**config.mk**
```make
export PLATFORM = sky130hd
export DESIGN_NAME = servo_stage
export DESIGN_NICKNAME = d
export VERILOG_FILES = /design/src/servo_stage_pkg.sv /design/src/servo_stage.sv
export SDC_FILE = /design/constraint.sdc
export NUM_CORES = 1
export LEC_CHECK = 0
export BUFFER_PORTS_ARGS = -buffer_cell sky130_fd_sc_hd__buf_2
export CORE_UTILIZATION = 45
export CTS_CLUSTER_SIZE = 12
export DETAILED_ROUTE_END_ITERATION = 10
export PLACE_DENSITY = 0.69
export SLEW_MARGIN = 20
export SYNTH_ARGS = -nofsm -noshare
export SYNTH_HDL_FRONTEND = slang
export SYNTH_SLANG_ARGS = --single-unit
```
**constraint.sdc**
```tcl
create_clock -name i_mclk -period 4.8 [get_ports i_mclk]
set_input_delay 0.24 -clock i_mclk [delete_from_list [all_inputs] [get_ports i_mclk]]
set_output_delay 0.24 -clock i_mclk [all_outputs]
set_load 0.03 [all_outputs]
```
**src/servo_stage_pkg.sv**
```systemverilog
// Shared constants and carrier types for the servo stage logic
package servo_stage_pkg;

    // ------------------------------------------------------------------
    // Converter and level widths
    // ------------------------------------------------------------------
    localparam int CODE_W      = 8;
    localparam int LEVEL_W     = 16;
    localparam int CMD_W       = LEVEL_W + 1;
    // Divide by 256: the converter scales reference by code/256
    localparam int SCALE_SHIFT = 8;
    localparam int PROD_W      = LEVEL_W + CODE_W;

    // Full-scale reference level, arbitrary fixed-point unit
    localparam logic [LEVEL_W-1:0] REF_LEVEL   = 16'hffff;
    localparam logic [LEVEL_W-1:0] LEVEL_RESET = 16'h0000;
    localparam logic [CMD_W-1:0]   CMD_RESET   = 17'h00000;

    // ------------------------------------------------------------------
    // Start-up settling of the pin synchronisers
    // ------------------------------------------------------------------
    localparam int         PRIME_W    = 2;
    localparam logic [1:0] PRIME_ZERO = 2'h0;
    localparam logic [1:0] PRIME_ONE  = 2'h1;
    localparam logic [1:0] PRIME_DONE = 2'h3;

    // ------------------------------------------------------------------
    // Quadrature phase codes {pos_a, pos_b}
    // ------------------------------------------------------------------
    localparam logic [1:0] PH_0 = 2'h0;
    localparam logic [1:0] PH_1 = 2'h1;
    localparam logic [1:0] PH_2 = 2'h3;
    localparam logic [1:0] PH_3 = 2'h2;

    // ------------------------------------------------------------------
    // Carrier types
    // ------------------------------------------------------------------
    typedef struct packed {
        logic drive_forward_select;
        logic drive_reverse_select;
        logic hold_select;
        logic drive_disable;
    } servo_select_type;

    typedef struct packed {
        logic carriage;
        logic wheel;
        logic hammer;
    } sample_steer_type;

    typedef struct packed {
        logic pos_a;
        logic pos_b;
    } quad_type;

    localparam int SYNC_W = CODE_W + 3 + 4 + 4 + 2 + 2 + 3;

endpackage : servo_stage_pkg

```
**src/servo_stage.sv**
```systemverilog
// Digital side of the carriage / printwheel / hammer servo stage
// Behaviour
// - Converter level equals reference times code/256
// - Channel holds its value until next strobe
// - Position signals returned and decoded into steps
// - No absolute carriage position kept here
`timescale 1ns/1ps

module servo_stage
    import servo_stage_pkg::*;
(
    // Clock and reset
    input  wire logic                             i_mclk,
    input  wire logic                             i_srst,
    // Converter input and sample steering from the controller
    input  wire logic [servo_stage_pkg::CODE_W-1:0] i_dac_code,
    input  wire servo_stage_pkg::sample_steer_type  i_steer,
    // Direction, hold and disable selects per servo
    input  wire servo_stage_pkg::servo_select_type  i_car_sel,
    input  wire servo_stage_pkg::servo_select_type  i_wheel_sel,
    // Position comparator signals from the transducer path
    input  wire servo_stage_pkg::quad_type          i_car_quad,
    input  wire servo_stage_pkg::quad_type          i_wheel_quad,
    // Flag clears from the controller
    input  wire logic                             i_wheel_step_up_clear,
    input  wire logic                             i_wheel_step_down_clear,
    input  wire logic                             i_car_moved_clear,
    // Converter and held channel levels
    output logic [servo_stage_pkg::LEVEL_W-1:0]   o_dac_level,
    output logic [servo_stage_pkg::LEVEL_W-1:0]   o_car_held,
    output logic [servo_stage_pkg::LEVEL_W-1:0]   o_wheel_held,
    output logic [servo_stage_pkg::LEVEL_W-1:0]   o_hammer_energy,
    // Signed velocity commands at the summing points
    output logic [servo_stage_pkg::CMD_W-1:0]     o_car_command,
    output logic [servo_stage_pkg::CMD_W-1:0]     o_wheel_command,
    // Detent gating and power stage enables
    output logic                                  o_car_detent_gate,
    output logic                                  o_wheel_detent_gate,
    output logic                                  o_car_power_enable,
    output logic                                  o_wheel_power_enable,
    output logic [1:0]                            o_select_fault,
    // Position feedback back to the interface logic
    output servo_stage_pkg::quad_type             o_car_pos,
    output servo_stage_pkg::quad_type             o_wheel_pos,
    output logic                                  o_wheel_step_up_flag,
    output logic                                  o_wheel_step_down_flag,
    output logic                                  o_car_moved_flag
);
    import servo_stage_pkg::*;

    // ------------------------------------------------------------------
    // Functions
    // ------------------------------------------------------------------
    function automatic logic [LEVEL_W-1:0] dac_level(
        input logic [CODE_W-1:0] code
    );
        logic [PROD_W-1:0] prod;
        prod = PROD_W'(REF_LEVEL) * PROD_W'(code);
        return prod[SCALE_SHIFT +: LEVEL_W];
    endfunction : dac_level

    // Returns {up, down}; a skipped phase counts as neither
    function automatic logic [1:0] quad_step(
        input logic [1:0] prev,
        input logic [1:0] cur
    );
        logic up;
        logic down;
        up   = (prev == PH_0 && cur == PH_1) || (prev == PH_1 && cur == PH_2)
            || (prev == PH_2 && cur == PH_3) || (prev == PH_3 && cur == PH_0);
        down = (prev == PH_1 && cur == PH_0) || (prev == PH_2 && cur == PH_1)
            || (prev == PH_3 && cur == PH_2) || (prev == PH_0 && cur == PH_3);
        return {up, down};
    endfunction : quad_step

    function automatic logic sel_fault(input servo_select_type s);
        return (s.drive_forward_select && s.drive_reverse_select)
            || ((s.drive_forward_select || s.drive_reverse_select)
                && s.hold_select);
    endfunction : sel_fault

    // Conflicting selects give no command at all rather than a guess
    function automatic logic [CMD_W-1:0] drive_command(
        input servo_select_type s,
        input logic [LEVEL_W-1:0] held
    );
        logic [CMD_W-1:0] mag;
        mag = {1'b0, held};
        if (sel_fault(s)) begin
            return CMD_RESET;
        end
        if (s.drive_forward_select) begin
            return mag;
        end
        if (s.drive_reverse_select) begin
            return CMD_W'(-mag);
        end
        return CMD_RESET;
    endfunction : drive_command

    // ------------------------------------------------------------------
    // State
    // ------------------------------------------------------------------
    logic [SYNC_W-1:0]  sync1;
    logic [SYNC_W-1:0]  sync2;
    logic [PRIME_W-1:0] prime;
    logic [PRIME_W-1:0] next_prime;
    quad_type           car_prev;
    quad_type           wheel_prev;

    logic [LEVEL_W-1:0] next_dac_level;
    logic [LEVEL_W-1:0] next_car_held;
    logic [LEVEL_W-1:0] next_wheel_held;
    logic [LEVEL_W-1:0] next_hammer_energy;
    logic [CMD_W-1:0]   next_car_command;
    logic [CMD_W-1:0]   next_wheel_command;
    logic               next_car_detent;
    logic               next_wheel_detent;
    logic               next_car_power;
    logic               next_wheel_power;
    logic [1:0]         next_fault;
    logic               next_step_up;
    logic               next_step_down;
    logic               next_car_moved;

    // Synchronised view of the pins
    logic [CODE_W-1:0]  s_code;
    sample_steer_type   s_steer;
    servo_select_type   s_car_sel;
    servo_select_type   s_wheel_sel;
    quad_type           s_car_quad;
    quad_type           s_wheel_quad;
    logic               s_clr_up;
    logic               s_clr_down;
    logic               s_clr_moved;
    logic [LEVEL_W-1:0] conv;
    logic [1:0]         wheel_step;
    logic [1:0]         car_step;
    logic               primed;

    assign {s_code, s_steer, s_car_sel, s_wheel_sel, s_car_quad,
            s_wheel_quad, s_clr_up, s_clr_down, s_clr_moved} = sync2;

    // ------------------------------------------------------------------
    // Next-state logic
    // ------------------------------------------------------------------
    always_comb begin
        // Comparator edges seen before the synchronisers fill are noise
        primed     = (prime == PRIME_DONE);
        next_prime = primed ? prime : PRIME_W'(prime + PRIME_ONE);
        conv       = dac_level(s_code);
        wheel_step = primed ? quad_step(wheel_prev, s_wheel_quad) : 2'h0;
        car_step   = primed ? quad_step(car_prev, s_car_quad) : 2'h0;

        next_dac_level     = conv;
        // Hold element tracks only while its strobe is high
        next_car_held      = s_steer.carriage ? conv : o_car_held;
        next_wheel_held    = s_steer.wheel ? conv : o_wheel_held;
        next_hammer_energy = s_steer.hammer ? conv : o_hammer_energy;

        next_car_command   = drive_command(s_car_sel, o_car_held);
        next_wheel_command = drive_command(s_wheel_sel, o_wheel_held);
        next_car_detent    = s_car_sel.hold_select
                             && !sel_fault(s_car_sel);
        next_wheel_detent  = s_wheel_sel.hold_select
                             && !sel_fault(s_wheel_sel);
        next_car_power     = !s_car_sel.drive_disable;
        next_wheel_power   = !s_wheel_sel.drive_disable;
        next_fault         = {sel_fault(s_car_sel),
                              sel_fault(s_wheel_sel)};

        // Set beats clear so a step in the clearing cycle is kept
        next_step_up   = wheel_step[1]
                         || (o_wheel_step_up_flag && !s_clr_up);
        next_step_down = wheel_step[0]
                         || (o_wheel_step_down_flag && !s_clr_down);
        // Carriage motion only raises a flag; no count is kept
        next_car_moved = (car_step != 2'h0)
                         || (o_car_moved_flag && !s_clr_moved);
    end

    // ------------------------------------------------------------------
    // Registers
    // ------------------------------------------------------------------
    always_ff @(posedge i_mclk) begin
        if (i_srst) begin
            sync1                  <= '0;
            sync2                  <= '0;
            prime                  <= PRIME_ZERO;
            car_prev               <= '0;
            wheel_prev             <= '0;
            o_dac_level            <= LEVEL_RESET;
            o_car_held             <= LEVEL_RESET;
            o_wheel_held           <= LEVEL_RESET;
            o_hammer_energy        <= LEVEL_RESET;
            o_car_command          <= CMD_RESET;
            o_wheel_command        <= CMD_RESET;
            o_car_detent_gate      <= 1'b0;
            o_wheel_detent_gate    <= 1'b0;
            o_car_power_enable     <= 1'b0;
            o_wheel_power_enable   <= 1'b0;
            o_select_fault         <= 2'h0;
            o_car_pos              <= '0;
            o_wheel_pos            <= '0;
            o_wheel_step_up_flag   <= 1'b0;
            o_wheel_step_down_flag <= 1'b0;
            o_car_moved_flag       <= 1'b0;
        end else begin
            sync1                  <= {i_dac_code, i_steer, i_car_sel,
                                       i_wheel_sel, i_car_quad, i_wheel_quad,
                                       i_wheel_step_up_clear,
                                       i_wheel_step_down_clear,
                                       i_car_moved_clear};
            sync2                  <= sync1;
            prime                  <= next_prime;
            car_prev               <= s_car_quad;
            wheel_prev             <= s_wheel_quad;
            o_dac_level            <= next_dac_level;
            o_car_held             <= next_car_held;
            o_wheel_held           <= next_wheel_held;
            o_hammer_energy        <= next_hammer_energy;
            o_car_command          <= next_car_command;
            o_wheel_command        <= next_wheel_command;
            o_car_detent_gate      <= next_car_detent;
            o_wheel_detent_gate    <= next_wheel_detent;
            o_car_power_enable     <= next_car_power;
            o_wheel_power_enable   <= next_wheel_power;
            o_select_fault         <= next_fault;
            o_car_pos              <= s_car_quad;
            o_wheel_pos            <= s_wheel_quad;
            o_wheel_step_up_flag   <= next_step_up;
            o_wheel_step_down_flag <= next_step_down;
            o_car_moved_flag       <= next_car_moved;
        end
    end

endmodule : servo_stage

```
==> impl_results.md <==
* Flops & latches, synth at 165
* Outcome: complete, no violations
* Fin Setup TNS at 0 ns
* Post-synth top flop: dfxtp_1
* Placed instance area at 0.00884 mm²
* GP Congestion at 0.934
* WHS Path Cells at 2
* Syn Nets at 934
* Max Fclk at 219 MHz
* Port bufs at 138
* Reg2Reg Capture Point: o_wheel_held[4]$_SDFFE_PP0P_
* Simple-gate area share of the yosys netlist at 20.8%
* Root Driver: clkbuf_16
* Crit path kind: reg2reg
* Clk_lat worst skew at 0.42 ns
* Largest family of logic cells by synthesized area: simple AND/OR/NAND/NOR gates
* GRT Overall Usage at 19.7%
* Design Area, Final at 0.00944 mm²
* Htree depth at 4
* Commonest non-fill, non-tap cell in the layout: dfxtp_1
* Worst ir drop on vdd at 0.272 mV
* Final setup viols at 0
* R2r setup slk at 0.24 ns
* Leakage at 4.23 nW
* Via count at 6152
* Clock Path Buffers at 2
* HPWL after detailed placement at 12700 µm
* Clock sink count at 165
* Critical Path AT at 4.90 ns
* Worst-path fanout max at 14
* Total power at 4.28 mW
* Mux cell area share after synthesis at 1.14%
* Vias in the first global route at 5715
* Startpoint types: flop
* XOR/XNOR Fraction of Synth Area at 4.67%
* Synth cell types at 63
* Layout cells sized above 1 at 22.2%
* Hold_ws at 0.0233 ns
* Final WL at 17300 µm
* Synth Instances at 840
* TritonCTS clock tree: built
* DRC at 0
* Power density over the cells at 454 mW/mm²
* Seq/Total Area, Yosys at 41.9%
* Max Cap Violations at 0
* Synth Area in Adders at 13.3%
* Reg2reg start: sync2[24]$_SDFF_PP0_
* Largest net degree at the start of global routing at 77
* Synth Area in Compound Gates at 12.0%
* Final core utilization at 55.0%
* Die Ht at 134 µm
* Area delta synth->final at 19.9%
* Die Footprint at 0.0180 mm²
* Post-route ant nets at 0
* CTS hold repair buffers at 0
* Slew headroom at 32.5%
* Worst-path clk slew at 0.06 ns
* Hold endpoint: sync1[19]$_SDFF_PP0_
* Aggregate global routing overflow at 0
* Initial antenna violation count at 0
* Worst R2R Path Depth at 13
* CP required at 5.14 ns
* Synthesized area per cell at 9.38 µm²
* Die W at 134 µm
* Total CTS buffers at 17
* Post-detailed-route via-to-cell ratio at 5.06
* I/O pins at 139
* Routed len/inst at 14.2 µm
* Initial core utilization at 45.9%
* Clock Skew at 0.00656 ns
* Core Area at 0.0172 mm²
* Most frequent cells in the layout: dfxtp_1, buf_2, nor2_1
* RSZ-0062 raised after global routing: no
* Drt first pass iters at 5
* Yosys warnings at 0
* Final Hold Fails at 0
* Period utilisation layout at 95.1%
* Hold path start: i_dac_code[1]
* First-pass GRT wire length at 28000 µm
* Worst min-delay path class: in2reg
* Ys async rst share at 0%
* # diodes at 0
* Fin. max-slew vios at 0
* Final min period at 4.56 ns
* Final net count at 1072
* Post-synth EDFFs at 0
* Rows at 48
* Worst slew pin tran at 1.01 ns
* Endpoint class of the critical path: flop
* Initial DRC count at 441
* Mapped cell area at 0.00788 mm²
synthesized netlist by cell type, types with 4 or more instances:
master,count,area share [%]
nor2b_1,64,5.1
a211o_1,7,0.78
xor2_1,4,0.44
mux2i_1,9,1.1
and2_1,7,0.56
xnor2_1,38,4.2
nand3_1,16,1.0
a211oi_2,6,0.95
a31oi_1,17,1.4
nor3_1,30,1.9
nor3b_1,20,1.9
or4_1,5,0.48
o21a_1,5,0.48
a21oi_1,31,2.0
o211ai_1,9,0.86
nand2b_1,12,0.95
dfxtp_1,165,42
o32ai_1,4,0.44
and3_1,9,0.71
inv_1,74,3.5
or3_1,6,0.48
nor2_1,88,4.2
clkbuf_1,37,1.8
ha_1,38,6.0
a211oi_1,13,1.2
fa_1,28,7.1
nand2_1,30,1.4
nand4_1,8,0.64
o21ai_0,7,0.44
report_power, final:
| part | internal, mW | switching [mW] | leakage [nW] |
|---|---|---|---|
| logic | 0.546 | 0.873 | 2.61 |
| clock network | 0.752 | 0.547 | 0.270 |
| registers | 1.49 | 0.0732 | 1.35 |
| total | 2.79 | 1.49 | 4.23 |
how the worst max path moves through the flow:
stage	cells after the start	startpoint	endpoint
after detailed placement	13	sync2[24]$_SDFF_PP0_	o_hammer_energy[7]$_SDFFE_PP0P_
after global placement	13	sync2[24]$_SDFF_PP0_	o_dac_level[13]$_SDFF_PP0_
after floorplan	16	sync2[23]$_SDFF_PP0_	o_car_held[15]$_SDFFE_PP0P_
after CTS	14	sync2[24]$_SDFF_PP0_	o_wheel_held[15]$_SDFFE_PP0P_
after global routing	12	sync2[24]$_SDFF_PP0_	o_car_held[11]$_SDFFE_PP0P_
final	13	sync2[24]$_SDFF_PP0_	o_wheel_held[4]$_SDFFE_PP0P_
cell type report:
type / instances / area [µm²]
timing repair buffer: 166 / 903
sequential: 165 / 3300
tap: 225 / 282
fill: 1590 / 7730
clock buffer: 20 / 467
clock inverter: 11 / 101
inverter: 74 / 278
multi-input combinational: 554 / 4110
worst max-delay path: stages, from the launching register on:
cell	delay [ns]
dfxtp_1	0.45
fa_1	0.49
inv_1	0.16
fa_2	0.53
fa_1	0.52
fa_1	0.51
inv_1	0.04
ha_1	0.36
a21oi_2	0.15
o21ai_2	0.12
o21ai_4	0.32
nand2b_4	0.10
maj3_4	0.45
a211oi_1	0.27
registers in the layout, indices dropped and copies added (netlist names):
register / count
car_prev: 2
o_car_command: 17
o_car_detent_gate: 1
o_car_held: 16
o_car_moved_flag: 1
o_car_power_enable: 1
o_dac_level: 16
o_hammer_energy: 16
o_select_fault: 2
o_wheel_command: 17
o_wheel_detent_gate: 1
o_wheel_held: 16
o_wheel_power_enable: 1
o_wheel_step_down_flag: 1
o_wheel_step_up_flag: 1
prime: 2
sync1: 26
sync2: 26
wheel_prev: 2
per-stage QoR:
| step | setup slack (ns) | cells |
|---|---|---|
| 6_report | 0.237 | 1215 |
| 5_1_grt | 0.00243 | 1215 |
| 4_1_cts | 0.0264 | 1213 |
| 3_5_place_dp | 0.0420 | 1182 |
| 3_3_place_gp | 0.169 | 1182 |
| 2_1_floorplan | 0.233 | 840 |
cells by family (layout without fill, tap and decap cells):
group | after synthesis | count (layout)
buffers and inverters | 121 | 271
AND/OR/NAND/NOR | 308 | 308
adder cells (fa/ha/maj) | 67 | 67
flip-flops | 165 | 165
AO/OA/AOI/OAI | 128 | 128
multiplexers | 9 | 9
XOR/XNOR | 42 | 42
routing by layer:
metal | vias up | wire length (µm) | global-route usage, %
li1 | 3090 | - | -
met1 | 2878 | 8030 | 25.5
met2 | 161 | 8020 | 31.3
met3 | 23 | 932 | 4.61
met4 | 0 | 331 | 8.74
met5 | - | 0 | 0
what timing repair did:
action,in CTS,in global routing
setup buffers,0,2
setup endpoints to repair,0,50
resized for setup,0,5
No activity file was read; power rests on OpenSTA's default activity.
